## config.mk

```make
export PLATFORM = sky130hd
export DESIGN_NAME = plsc_power_lock_sync
export DESIGN_NICKNAME = d
export VERILOG_FILES = /design/src/plsc_pkg.sv /design/src/plsc_wait_if.sv /design/src/plsc_wait_timer.sv /design/src/plsc_power_lock_sync.sv
export SDC_FILE = /design/constraint.sdc
export NUM_CORES = 1
export LEC_CHECK = 0
export BUFFER_PORTS_ARGS = -buffer_cell sky130_fd_sc_hd__buf_2
export CAP_MARGIN = 0
export CORE_ASPECT_RATIO = 1.2
export CORE_MARGIN = 2
export CORE_UTILIZATION = 40
export CTS_BUF_LIST = sky130_fd_sc_hd__clkbuf_8
export DETAILED_ROUTE_END_ITERATION = 10
export MAX_ROUTING_LAYER = met4
export PLACE_DENSITY_LB_ADDON = 0.25
export SYNTH_ARGS = -nofsm -noshare
export SYNTH_HDL_FRONTEND = slang
export SYNTH_SLANG_ARGS = --single-unit
```

## constraint.sdc

```tcl
create_clock -name clk_i -period 5.5 [get_ports clk_i]
set_input_delay 1.1 -clock clk_i [delete_from_list [all_inputs] [get_ports clk_i]]
set_output_delay 1.1 -clock clk_i [all_outputs]
set_load 0.01 [all_outputs]
```

## src/plsc_pkg.sv

```systemverilog
// Package: offsets, field positions, reset values and timing for power/lock/sync control
package plsc_pkg;
    // Register byte offsets
    localparam logic [3:0] PLSC_OFS_POWER_CONTROL = 4'h0;
    localparam logic [3:0] PLSC_OFS_LOCK_KEY      = 4'h4;
    localparam logic [3:0] PLSC_OFS_INIT_SYNC     = 4'h8;
    localparam logic [3:0] PLSC_OFS_DEVICE_CFG    = 4'hC;
    localparam logic [3:0] PLSC_OFS_STATUS        = 4'h0 + 4'h0;
    // Init and sync control bit positions
    localparam int PLSC_BIT_CLEAR_GROUP1_OUT_ENABLE = 7;
    localparam int PLSC_BIT_CLEAR_GROUP0_OUT_ENABLE = 6;
    localparam int PLSC_BIT_ID_SET_N    = 5;
    localparam int PLSC_BIT_GOE         = 4;
    localparam int PLSC_BIT_GRP1_SYNC   = 3;
    localparam int PLSC_BIT_GRP0_SYNC   = 2;
    localparam int PLSC_BIT_ALL_SYNC    = 1;
    localparam int PLSC_BIT_APLL_REINIT = 0;
    // Device configuration field positions (sync wait code, pin select)
    localparam int PLSC_POS_WAIT_CODE = 0;
    localparam int PLSC_POS_PIN_SEL   = 4;
    // Reset values
    localparam logic       PLSC_RST_RESTORE_N  = 1'b1;
    localparam logic [7:0] PLSC_RST_LOCK_KEY   = 8'h00;
    localparam logic       PLSC_RST_ID_SET_N   = 1'b1;
    localparam logic       PLSC_RST_GOE        = 1'b1;
    localparam logic [3:0] PLSC_RST_WAIT_CODE  = 4'h2;
    localparam logic [3:0] PLSC_RST_PIN_SEL    = 4'hF;
    // Lock key values, disabled pin select code and maximum wait code
    localparam logic [7:0] PLSC_KEY_LOCK   = 8'hCB;
    localparam logic [7:0] PLSC_KEY_UNLOCK = 8'h34;
    localparam logic [3:0] PLSC_PIN_NONE   = 4'hF;
    localparam logic [3:0] PLSC_WAIT_MAX   = 4'hC;
    // Timing
    localparam int PLSC_CLK_MHZ       = 125;
    localparam int PLSC_WAIT_BASE_US  = 1;
    localparam int PLSC_WAIT_BASE_CYC = PLSC_WAIT_BASE_US * PLSC_CLK_MHZ;
    localparam int PLSC_STEP_CYC      = 16;
    // Startup step numbering handed to the startup engine
    localparam logic [1:0] PLSC_START_NONE  = 2'h0;
    localparam logic [1:0] PLSC_START_FULL  = 2'h1;
    localparam logic [1:0] PLSC_START_VCO   = 2'h2;
endpackage : plsc_pkg

```

## src/plsc_wait_if.sv

```systemverilog
// Interface between the sequencer and its wait timer
`timescale 1ns/10ps
interface plsc_wait_if;
    logic       start;
    logic [3:0] code;
    logic       done;
    modport seq (output start, output code, input done);
    modport tmr (input start, input code, output done);
endinterface : plsc_wait_if

```

## src/plsc_wait_timer.sv

```systemverilog
// Output-disable wait timer: 1 us doubled per code step
`timescale 1ns/10ps
module plsc_wait_timer
    import plsc_pkg::*;
#(
    parameter int BASE_CYC = PLSC_WAIT_BASE_CYC
) (
    // Clock and reset
    input  wire logic clk_i,
    input  wire logic rst_i,
    input  wire logic ce_i,
    // Sequencer side
    plsc_wait_if.tmr  w
);
    logic [31:0] cnt_q;
    logic        run_q;

    // Load 2^code microseconds on start, pulse done when it runs out
    always_ff @(posedge clk_i) begin
        if (rst_i) begin
            cnt_q  <= 32'h0;
            run_q  <= 1'b0;
            w.done <= 1'b0;
        end else if (ce_i) begin
            w.done <= 1'b0;
            if (w.start) begin
                cnt_q <= 32'(BASE_CYC) << w.code;
                run_q <= 1'b1;
            end else if (run_q) begin
                if (cnt_q <= 32'h1) begin
                    run_q  <= 1'b0;
                    w.done <= 1'b1;
                end else begin
                    cnt_q <= cnt_q - 32'h1;
                end
            end
        end
    end
endmodule : plsc_wait_timer

```

## src/plsc_power_lock_sync.sv

```systemverilog
// Power-down handling, configuration lock and divider sync control
// Behaviour
// - Restore setting resets to 1 and reset sequence returns it to 1.
// - Restore 0: pin falling edge fully resets device and runs startup.
// - Full mode: startup waits pin rise, re-latches select inputs, loads config.
// - Restore 1: pin fall loads power-down config, rise loads power-up config.
// - Quick mode: no startup run and no select re-latch on pin edges.
// - Lock key 0xCB sets write protect.
// - Lock key 0x34 clears write protect.
// - Bits 7 and 6 clear group output enable, self-clearing.
// - Group output enable returns only when that group's next sync completes.
// - Group enable gates every output in banks using that group.
// - Input-divider common set bit low holds all input dividers in set.
// - Bit 4 directly controls the global output enable.
// - Bit 3 starts group 1 divider sync, self-clearing.
// - Bit 2 starts group 0 divider sync, self-clearing.
// - Bit 1 starts sync of both groups, self-clearing.
// - Affected outputs squelched for about the programmed wait during sync; the sync after a bit 0 restart leaves them enabled.
// - Bit 0 restarts startup from VCO calibration with divider sync.
// - Sync waits programmed time after output disable; 1 us doubling codes.
// - Pin select picks power pin; startup waits high; code 0xF disables.
//
// Local design decisions: the register addresses and the Wishbone interface to the registers.
`timescale 1ns/10ps
module plsc_power_lock_sync
    import plsc_pkg::*;
#(
    parameter int NUM_PINS  = 9,
    parameter int NUM_BANKS = 8,
    parameter int BASE_CYC  = PLSC_WAIT_BASE_CYC
) (
    // Clock, reset, enable
    input  wire logic                 clk_i,
    input  wire logic                 rst_i,
    input  wire logic                 ce_i,
    // Wishbone slave
    input  wire logic                 cyc_i,
    input  wire logic                 stb_i,
    input  wire logic                 we_i,
    input  wire logic [3:0]           adr_i,
    input  wire logic [3:0]           sel_i,
    input  wire logic [31:0]          dat_i,
    output logic      [31:0]          dat_o,
    output logic                      ack_o,
    // Pins and bank group map
    input  wire logic [NUM_PINS-1:0]  gpio_pins_i,
    input  wire logic [NUM_BANKS-1:0] bank_group1_i,
    // Startup engine handshake
    input  wire logic                 startup_done_i,
    // Control outputs
    output logic                      full_reset_o,
    output logic [1:0]                startup_from_o,
    output logic                      csel_latch_o,
    output logic                      load_power_down_o,
    output logic                      load_power_up_o,
    output logic                      sync_group0_o,
    output logic                      sync_group1_o,
    output logic [NUM_BANKS-1:0]      bank_out_enable_o,
    output logic                      global_out_enable_o,
    output logic                      input_div_set_o,
    output logic                      config_write_protect_o
);
    typedef enum logic [3:0] {
        SQ_IDLE  = 4'b0001,
        SQ_WAIT  = 4'b0010,
        SQ_SYNC  = 4'b0100,
        SQ_START = 4'b1000
    } plsc_seq_type;

    // Pin synchroniser and edge detection
    logic [NUM_PINS-1:0] pin_s1_q;
    logic [NUM_PINS-1:0] pin_s2_q;
    logic                pwr_q;
    logic                pwr_d;
    logic                pwr_fall;
    logic                pwr_rise;

    // Registers
    logic                power_down_restore_n_q;
    logic [7:0]          lock_key_q;
    logic                config_write_protect_q;
    logic                input_divider_common_set_n_q;
    logic                goe_q;
    logic [3:0]          wait_code_q;
    logic [3:0]          pin_sel_q;
    logic [1:0]          grp_oe_q;
    logic                wait_full_q;
    logic                wr;
    logic                rd_ack;
    logic [7:0]          wbyte;

    // Sequencer
    plsc_seq_type        seq_q;
    logic [1:0]          sync_grp_q;
    logic [1:0]          sync_req;
    logic                reinit;
    plsc_wait_if         wt ();

    // Byte write helper
    function automatic logic hit(input logic [3:0] a, input logic [3:0] ofs);
        return a == ofs;
    endfunction : hit

    assign wr    = cyc_i && stb_i && we_i && !ack_o && sel_i[0];
    assign wbyte = dat_i[7:0];
    assign rd_ack = cyc_i && stb_i && !ack_o;

    // Two-stage pin synchroniser
    always_ff @(posedge clk_i) begin
        if (rst_i) begin
            pin_s1_q <= '0;
            pin_s2_q <= '0;
        end else if (ce_i) begin
            pin_s1_q <= gpio_pins_i;
            pin_s2_q <= pin_s1_q;
        end
    end

    // Selected power pin; disabled selection reads as high
    always_comb begin
        if (pin_sel_q == PLSC_PIN_NONE || int'(pin_sel_q) >= NUM_PINS) begin
            pwr_d = 1'b1;
        end else begin
            pwr_d = pin_s2_q[pin_sel_q];
        end
    end

    always_ff @(posedge clk_i) begin
        if (rst_i) begin
            pwr_q <= 1'b1;
        end else if (ce_i) begin
            pwr_q <= pwr_d;
        end
    end

    assign pwr_fall = pwr_q && !pwr_d;
    assign pwr_rise = !pwr_q && pwr_d;

    // Power control register; a full reset returns restore to 1
    always_ff @(posedge clk_i) begin
        if (rst_i) begin
            power_down_restore_n_q <= PLSC_RST_RESTORE_N;
        end else if (ce_i) begin
            if (full_reset_o) begin
                power_down_restore_n_q <= PLSC_RST_RESTORE_N;
            end else if (wr && hit(adr_i, PLSC_OFS_POWER_CONTROL) && !config_write_protect_q) begin
                power_down_restore_n_q <= wbyte[0];
            end
        end
    end

    // Lock key and write protect, always writable
    always_ff @(posedge clk_i) begin
        if (rst_i || (ce_i && full_reset_o)) begin
            lock_key_q             <= PLSC_RST_LOCK_KEY;
            config_write_protect_q <= 1'b0;
        end else if (ce_i && wr && hit(adr_i, PLSC_OFS_LOCK_KEY)) begin
            lock_key_q <= wbyte;
            if (wbyte == PLSC_KEY_LOCK) begin
                config_write_protect_q <= 1'b1;
            end else if (wbyte == PLSC_KEY_UNLOCK) begin
                config_write_protect_q <= 1'b0;
            end
        end
    end

    // Init/sync level bits and device configuration fields
    always_ff @(posedge clk_i) begin
        if (rst_i) begin
            input_divider_common_set_n_q <= PLSC_RST_ID_SET_N;
            goe_q                        <= PLSC_RST_GOE;
            wait_code_q                  <= PLSC_RST_WAIT_CODE;
            pin_sel_q                    <= PLSC_RST_PIN_SEL;
        end else if (ce_i && full_reset_o) begin // Pin select kept so startup waits for the pin
            input_divider_common_set_n_q <= PLSC_RST_ID_SET_N;
            goe_q                        <= PLSC_RST_GOE;
            wait_code_q                  <= PLSC_RST_WAIT_CODE;
        end else if (ce_i && wr && !config_write_protect_q) begin
            if (hit(adr_i, PLSC_OFS_INIT_SYNC)) begin
                input_divider_common_set_n_q <= wbyte[PLSC_BIT_ID_SET_N];
                goe_q                        <= wbyte[PLSC_BIT_GOE];
            end
            if (hit(adr_i, PLSC_OFS_DEVICE_CFG)) begin
                wait_code_q <= (wbyte[3:0] > PLSC_WAIT_MAX) ? PLSC_WAIT_MAX : wbyte[3:0];
                pin_sel_q   <= wbyte[PLSC_POS_PIN_SEL +: 4];
            end
        end
    end

    // Self-clearing triggers: act for one cycle, never stored
    assign sync_req[1] = wr && !config_write_protect_q && hit(adr_i, PLSC_OFS_INIT_SYNC)
                         && (wbyte[PLSC_BIT_GRP1_SYNC] || wbyte[PLSC_BIT_ALL_SYNC]);
    assign sync_req[0] = wr && !config_write_protect_q && hit(adr_i, PLSC_OFS_INIT_SYNC)
                         && (wbyte[PLSC_BIT_GRP0_SYNC] || wbyte[PLSC_BIT_ALL_SYNC]);
    assign reinit      = wr && !config_write_protect_q && hit(adr_i, PLSC_OFS_INIT_SYNC)
                         && wbyte[PLSC_BIT_APLL_REINIT];

    // Group output enables: clear by software, set on that group's sync end
    always_ff @(posedge clk_i) begin
        if (rst_i || (ce_i && full_reset_o)) begin
            grp_oe_q <= 2'b11;
        end else if (ce_i) begin
            for (int g = 0; g < 2; g++) begin
                if (seq_q == SQ_SYNC && sync_grp_q[g]) begin
                    grp_oe_q[g] <= 1'b1;
                end else if (seq_q == SQ_IDLE && sync_req[g]) begin
                    grp_oe_q[g] <= 1'b0;
                end else if (wr && !config_write_protect_q && hit(adr_i, PLSC_OFS_INIT_SYNC)
                             && wbyte[g == 1 ? PLSC_BIT_CLEAR_GROUP1_OUT_ENABLE : PLSC_BIT_CLEAR_GROUP0_OUT_ENABLE]) begin
                    grp_oe_q[g] <= 1'b0;
                end
            end
        end
    end

    // Sync and startup sequencer
    always_ff @(posedge clk_i) begin
        if (rst_i) begin
            seq_q          <= SQ_IDLE;
            sync_grp_q     <= 2'b00;
            wait_full_q    <= 1'b0;
            startup_from_o <= PLSC_START_NONE;
            full_reset_o   <= 1'b0;
            csel_latch_o   <= 1'b0;
            sync_group0_o  <= 1'b0;
            sync_group1_o  <= 1'b0;
        end else if (ce_i) begin
            full_reset_o   <= 1'b0;
            csel_latch_o   <= 1'b0;
            sync_group0_o  <= 1'b0;
            sync_group1_o  <= 1'b0;
            startup_from_o <= PLSC_START_NONE;
            if (pwr_fall && !power_down_restore_n_q) begin
                full_reset_o <= 1'b1;
                wait_full_q  <= 1'b1;
                seq_q        <= SQ_IDLE;
                sync_grp_q   <= 2'b00;
            end else if (wait_full_q) begin
                if (pwr_rise) begin
                    wait_full_q    <= 1'b0;
                    csel_latch_o   <= 1'b1;
                    startup_from_o <= PLSC_START_FULL;
                    seq_q          <= SQ_START;
                end
            end else begin
                unique case (seq_q)
                    SQ_IDLE: begin
                        if (reinit) begin
                            startup_from_o <= PLSC_START_VCO;
                            sync_grp_q     <= 2'b11;
                            seq_q          <= SQ_START;
                        end else if (sync_req != 2'b00) begin
                            sync_grp_q <= sync_req;
                            seq_q      <= SQ_WAIT;
                        end
                    end
                    SQ_WAIT: begin
                        if (wt.done) begin
                            sync_group0_o <= sync_grp_q[0];
                            sync_group1_o <= sync_grp_q[1];
                            seq_q         <= SQ_SYNC;
                        end
                    end
                    SQ_SYNC: begin
                        sync_grp_q <= 2'b00;
                        seq_q      <= SQ_IDLE;
                    end
                    SQ_START: begin
                        if (startup_done_i) begin
                            seq_q <= (sync_grp_q != 2'b00) ? SQ_WAIT : SQ_IDLE;
                        end
                    end
                endcase
            end
        end
    end

    // Timer starts when the sequencer enters the wait
    assign wt.start = (seq_q == SQ_IDLE && !wait_full_q && !reinit && sync_req != 2'b00
                       && !(pwr_fall && !power_down_restore_n_q))
                      || (seq_q == SQ_START && startup_done_i && sync_grp_q != 2'b00 && !wait_full_q);
    assign wt.code  = wait_code_q;

    plsc_wait_timer #(
        .BASE_CYC (BASE_CYC)
    ) u_wait (
        .clk_i (clk_i),
        .rst_i (rst_i),
        .ce_i  (ce_i),
        .w     (wt)
    );

    // Quick power-down and power-up loads
    always_ff @(posedge clk_i) begin
        if (rst_i) begin
            load_power_down_o <= 1'b0;
            load_power_up_o   <= 1'b0;
        end else if (ce_i) begin
            load_power_down_o <= pwr_fall && power_down_restore_n_q;
            load_power_up_o   <= pwr_rise && power_down_restore_n_q && !wait_full_q;
        end
    end

    // Static control outputs and bank gating
    always_ff @(posedge clk_i) begin
        if (rst_i) begin
            bank_out_enable_o      <= '0;
            global_out_enable_o    <= 1'b0;
            input_div_set_o        <= 1'b0;
            config_write_protect_o <= 1'b0;
        end else if (ce_i) begin
            for (int b = 0; b < NUM_BANKS; b++) begin
                bank_out_enable_o[b] <= bank_group1_i[b] ? grp_oe_q[1] : grp_oe_q[0];
            end
            global_out_enable_o    <= goe_q;
            input_div_set_o        <= !input_divider_common_set_n_q;
            config_write_protect_o <= config_write_protect_q;
        end
    end

    // Wishbone answer: one cycle ack, zero for unmapped addresses
    always_ff @(posedge clk_i) begin
        if (rst_i) begin
            ack_o <= 1'b0;
            dat_o <= 32'h0;
        end else if (ce_i) begin
            ack_o <= rd_ack;
            dat_o <= 32'h0;
            if (rd_ack && !we_i) begin
                unique case (adr_i)
                    PLSC_OFS_POWER_CONTROL: dat_o <= {31'h0, power_down_restore_n_q};
                    PLSC_OFS_LOCK_KEY:      dat_o <= {23'h0, config_write_protect_q, lock_key_q};
                    PLSC_OFS_INIT_SYNC:     dat_o <= {22'h0, grp_oe_q, 2'b00, input_divider_common_set_n_q,
                                                      goe_q, 4'h0};
                    PLSC_OFS_DEVICE_CFG:    dat_o <= {24'h0, pin_sel_q, wait_code_q};
                    default:                dat_o <= 32'h0;
                endcase
            end
        end
    end
endmodule : plsc_power_lock_sync

```

After elaboration in Yosys (flattened, before gate mapping)
Cells that the tools add are included.

operators by class
  add/sub/neg operators = 1
  multiplexer cells = 67
  eq/ne operators = 17
  $lt $le $gt $ge = 4
  bitwise logic cells = 1
  shift operators = 1
  reduce and logical (&&, ||, !) cells = 71

operators by type and width
  cell                                                                      count
  32-bit 2-to-1 mux                                                         3
  1-bit 2-to-1 mux                                                          42
  10-bit case mux with 4 select lines                                       1
  1-bit logical AND                                                         36
  32-bit by 1-bit <= comparator with 1-bit output (second input constant)   1
  4-bit 2-to-1 mux                                                          8
  7-bit by 4-bit << shifter with 32-bit output (first input constant)       1
  32-bit by 1-bit subtractor with 32-bit output (second input constant)     1
  2-bit 2-to-1 mux                                                          9
  4-bit == test (second input constant)                                     4
  4-bit case mux with 4 select lines                                        1
  2-bit AND reduction                                                       6
  1-bit logical NOT                                                         10
  10-bit 2-to-1 mux                                                         1
  2-bit nonzero test                                                        5
  3-bit nonzero test                                                        3
  4-bit by 3-bit == test with 1-bit output (second input constant)          2
  8-bit by 6-bit == test with 1-bit output (second input constant)          1
  8-bit == test (second input constant)                                     1
  3-bit AND reduction                                                       2
  1-bit logical OR                                                          5
  4-bit by 5-bit < comparator with 1-bit output (second input constant)     1
  5-bit by 3-bit inequality test with 1-bit output (second input constant)  1
  5-bit AND reduction                                                       1
  15 further kinds                                                          16

word-level totals
  output and inout port bits = 52
  register bits after elaboration = 134
  logic and storage cells = 193
  input bits = 64

Logic depth before layout (Yosys ltp)
  depth in word-level cells = 14
  mapped depth = 10
  mapped depth without buffers = 8

By module
A second synthesis with hierarchy kept.

second synthesis, totals
  cells, all modules = 727
  area, all modules = 6020.8 um2

modules (own cells, without submodules)
  module                times used  area an instance (um2)  seq. area each (um2)  cells each
  plsc_power_lock_sync  1           3707.3                  1541.5                413
  plsc_wait_timer       1           2313.5                  680.7                 314

Worst setup path after synthesis
Ideal clock, no wire load.

  path kind = input-to-reg
  start point = in adr_i[2]
  end point = reg u_wait.cnt_q[6]
  data required time = 5.383 ns
  arrival = 3.022 ns
  buffers on the path = 2
  slack = 2.361 ns
  stages = 8
  library setup time = 0.117 ns
  path through = buf_2 > nor4b_4 > nand3_1 > or2_1 > o21ai_2 > buf_6 > mux2_2 > a32o_1

between the ends
  word-level cells in the longest chain between the ends = 10
  elaborated cells between the ends (all ways) = 15

RTL lines
  what                                                                                                     line                                                                                   text
  start, declared                                                                                          plsc_power_lock_sync.sv:40                                                             input wire logic [3:0] adr_i,
  4-bit == test *                                                                                          plsc_power_lock_sync.sv:101                                                            return a == ofs;
  1-bit logical AND *                                                                                      plsc_power_lock_sync.sv:191, plsc_power_lock_sync.sv:193, plsc_power_lock_sync.sv:195
  1-bit logical AND                                                                                        plsc_power_lock_sync.sv:196                                                            && wbyte[PLSC_BIT_APLL_REINIT];
  1-bit logical NOT                                                                                        plsc_power_lock_sync.sv:279                                                            assign wt.start = (seq_q == SQ_IDLE && !wait_full_q && !reinit && sync_req != 2'b00
  1-bit logical AND                                                                                        plsc_power_lock_sync.sv:279
  1-bit logical AND *                                                                                      plsc_power_lock_sync.sv:279
  1-bit logical AND *                                                                                      plsc_power_lock_sync.sv:280                                                            && !(pwr_fall && !power_down_restore_n_q))
  1-bit logical OR *                                                                                       plsc_power_lock_sync.sv:281                                                            || (seq_q == SQ_START && startup_done_i && sync_grp_q != 2'b00 && !wait_full_q);
  2-bit by 1-bit inequality test with 1-bit output (no source line) or 2-bit nonzero test (tied branches)  --
  3-bit AND reduction (no source line)                                                                     --
  end signal, assigned                                                                                     plsc_wait_timer.sv:27                                                                  cnt_q <= 32'(BASE_CYC) << w.code;
  end signal, assigned                                                                                     plsc_wait_timer.sv:34                                                                  cnt_q <= cnt_q - 32'h1;
  end, declared                                                                                            plsc_wait_timer.sv:15                                                                  logic [31:0] cnt_q;

Mark *: on every way between the ends. The rest lies on a longest branch, timed or not.
A chain may end at the register's enable or synchronous reset.

Worst setup path after layout
  start point = in adr_i[3]
  end point = reg u_wait.cnt_q[2]

Same word-level chain as after synthesis.

==> results.json <==
{
  "ios": 116,
  "route.vias.total": 5621,
  "holdBufCountCts": 0,
  "fin_crit_ns": 3.612,
  "drc_errors": 0,
  "n_antenna_cell": 0,
  "power_frac_comb": 0.093,
  "worstSetupPathType": "input port to flop",
  "path_max_fanout": 33,
  "p_seq_frac": 0.551,
  "crit_required_ns": 5.84,
  "grt_max_degree": 49,
  "powerDensity_nw_per_um2": 221.7,
  "fin_worst_skew_ns": 0.008115,
  "syn_avg_cell_area_sq_um": 8.654,
  "cp_slowest_cell": "a211oi_2",
  "synth_edf_count": 0,
  "internal-power_mw": 1.096,
  "drive_above_1_share": 0.1737,
  "path_delay_family": "compound AO/OA/AOI/OAI gates",
  "finalSetupViolCount": 0,
  "wl_per_cell_um": 17.60,
  "h-tree-depth": 3,
  "start_util": 0.4038,
  "drt-initial-drc-count": 307,
  "clk_pin_slew_worst_paths_ns": 0.11,
  "final-hold-violation-count": 0,
  "slew_headroom": 0.2426,
  "syn_area_sq_um": 6240,
  "area_delta_synth_final_pct": 8.382,
  "leakage_nw": 2.771,
  "mostFrequentLayoutCells": "111 x dfxtp_1, 83 x nor2_1, 70 x mux2i_1",
  "rsz0062_at_grt": "false",
  "yosys_register_bits": 111,
  "firstDrtPassIters": 5,
  "clkPwrFrac": 0.357,
  "fin_util": 0.4377,
  "fp.dieW_um": 118.0,
  "dieHeight_um": 140.8,
  "ant_nets": 0,
  "seq_area_frac_synth": 0.3561,
  "met2_usage": 0.3675,
  "cap_viol_max_count": 0,
  "synthCells": 721,
  "tightest_slew_ns": 1.136,
  "synth-main-ff-cell": "dfxtp_1",
  "cts_buffers": 9,
  "io_buffers": 66,
  "die_area_sq_um": 16620,
  "post_cts_buffers": 0,
  "ir_worst_vdd_uv": 143.5,
  "final_common_cell": "dfxtp_1",
  "yosysUniqueCellTypes": 82,
  "cts_tree": "yes",
  "antenna_found_initial": 0,
  "cts_max_path_buffers": 2,
  "period_share": 0.6568,
  "cp-end-kind": "flop",
  "p_switching_mw": 0.4031,
  "hp-class": "flop to flop",
  "setup_tns_ns": 0,
  "grt_util_met1": 0.2435,
  "arrival_ns": 3.95,
  "finalWirelength_um": 16930,
  "grt_pass1_vias": 5463,
  "grt_overflow": 0,
  "gp_congestion": 0.8984,
  "dp_hpwl_um": 11650,
  "post_cts_resized": 0,
  "async_flop_share": 0,
  "outcome": "finished, final reports clean",
  "path_cells": "buf_2, nor4b_4, nand3_1, nor2_1, a21oi_4, a211oi_2, a32o_1",
  "fillerInstances": 1556,
  "cts_sinks": 111,
  "gr-usage-met3": 0.03236,
  "fin_nets": 815,
  "swShare": 0.2689,
  "critPathBufInv": 1,
  "fmax_ghz": 0.2768,
  "grtUsageTotal": 0.2102,
  "cts_root_buf": "clkbuf_8",
  "slew_violations": 0,
  "start_kind": "input port",
  "cpPeakStageDelay_ns": 0.92,
  "grt_pass1_wl_um": 27650,
  "busiest_layer": "met2",
  "yosys_warnings": 0,
  "core_sq_um": 15450,
  "rows": 50,
  "avgViaCountPerCell": 5.843,
  "clk_latency_ns": 0.40
}
-- worst min-delay path: cells and delay by family, from the launching register on --
family | cells | cell delay, ns
flops | 1 | 0.33
simple gates | 1 | 0.06
compound gates | 1 | 0.05
-- per-stage QoR --
stage / cell area, sq um / cells / hold WS [ns] / setup slack (ns) / power, mW
finish: 6763 / 962 / 0.4761 / 1.888 / 1.499
global route: 6763 / 962 / 0.5160 / 1.693 / 1.566
CTS: 6763 / 962 / 0.4735 / 1.910 / 1.513
detailed placement: 6551 / 946 / 0.4578 / 1.501 / 0.9823
global placement: 6551 / 946 / 0.4543 / 1.595 / 0.9785
floorplan: 6319 / 742 / 0.4495 / 2.361 / 0.9460
-- power groups by stage --
stage | registers [mW] | logic, mW | clock network (mW)
floorplan | 0.845 | 0.101 | 0
global placement | 0.843 | 0.135 | 0
detailed placement | 0.844 | 0.138 | 0
CTS | 0.826 | 0.138 | 0.549
global route | 0.828 | 0.153 | 0.585
finish | 0.826 | 0.139 | 0.535
-- metal layers --
metal | vias up | part of all wire
met4 | 0 | 0.019
met5 | - | 0
li1 | 2681 | -
met3 | 29 | 0.049
met2 | 198 | 0.52
met1 | 2713 | 0.42
-- sequential cells by signal (all words and copies together) (netlist names), 2 cells and up --
register and cells:
bank_out_enable_o 8, sync_grp_q 2, grp_oe_q 2, pin_s1_q 9, wait_code_q 4, seq_q 4
lock_key_q 8, pin_sel_q 4, pin_s2_q 9, dat_o 10, u_wait.cnt_q 32
-- kinds of logic (layout without fill, tap and decap cells) --
family	count (synthesis)	after routing	share of synthesized area
AO/OA/AOI/OAI	164	164	0.2031
XOR/XNOR	2	2	0.002808
adder cells (fa/ha/maj)	3	3	0.005614
buffers and inverters	93	105	0.07580
flip-flops	111	111	0.3561
multiplexers	79	79	0.1303
other	1	22	0.0006010
AND/OR/NAND/NOR	268	268	0.2256
-- cell type report --
class,count,area [sq um],share of cell area
tap,208,260.3,0.03848
clock buffer,10,137.6,0.02035
multi-input combinational,538,3630,0.5367
inverter,17,63.81,0.009436
clock inverter,6,73.82,0.01092
timing repair buffer,72,375.4,0.05550
sequential,111,2222,0.3286
-- final timing paths --
path / slack, ns / endpoint / cells after the start / start
setup / recovery: 1.89 / u_wait.cnt_q[2] / 7 / adr_i[3]
hold / removal: 0.48 / sync_group0_o / 2 / sync_group0_o
setup reg to reg: 2.13 / u_wait.cnt_q[2] / 6 / pin_sel_q[0]
hold reg to reg: 0.48 / sync_group0_o / 2 / sync_group0_o
-- synthesized netlist by cell type (all sizes together), types with 6 or more instances --
cell	count	share of area
a32o	13	0.021
and2	7	0.0070
nand3	30	0.025
nor2	84	0.051
o21ai	25	0.022
nor3	16	0.013
a21oi	33	0.029
mux2i	70	0.11
or4	8	0.010
buf	40	0.044
inv	17	0.010
a211oi	20	0.026
or2	6	0.0060
a211o	11	0.015
or3	8	0.0080
nand4	11	0.011
mux2	8	0.014
nand2	52	0.032
dfxtp	111	0.36
a221oi	7	0.0098
o211ai	14	0.018
nor4	15	0.019
clkbuf	36	0.022
nand2b	7	0.0070
Note: power is estimated with default switching activity, not from simulation.
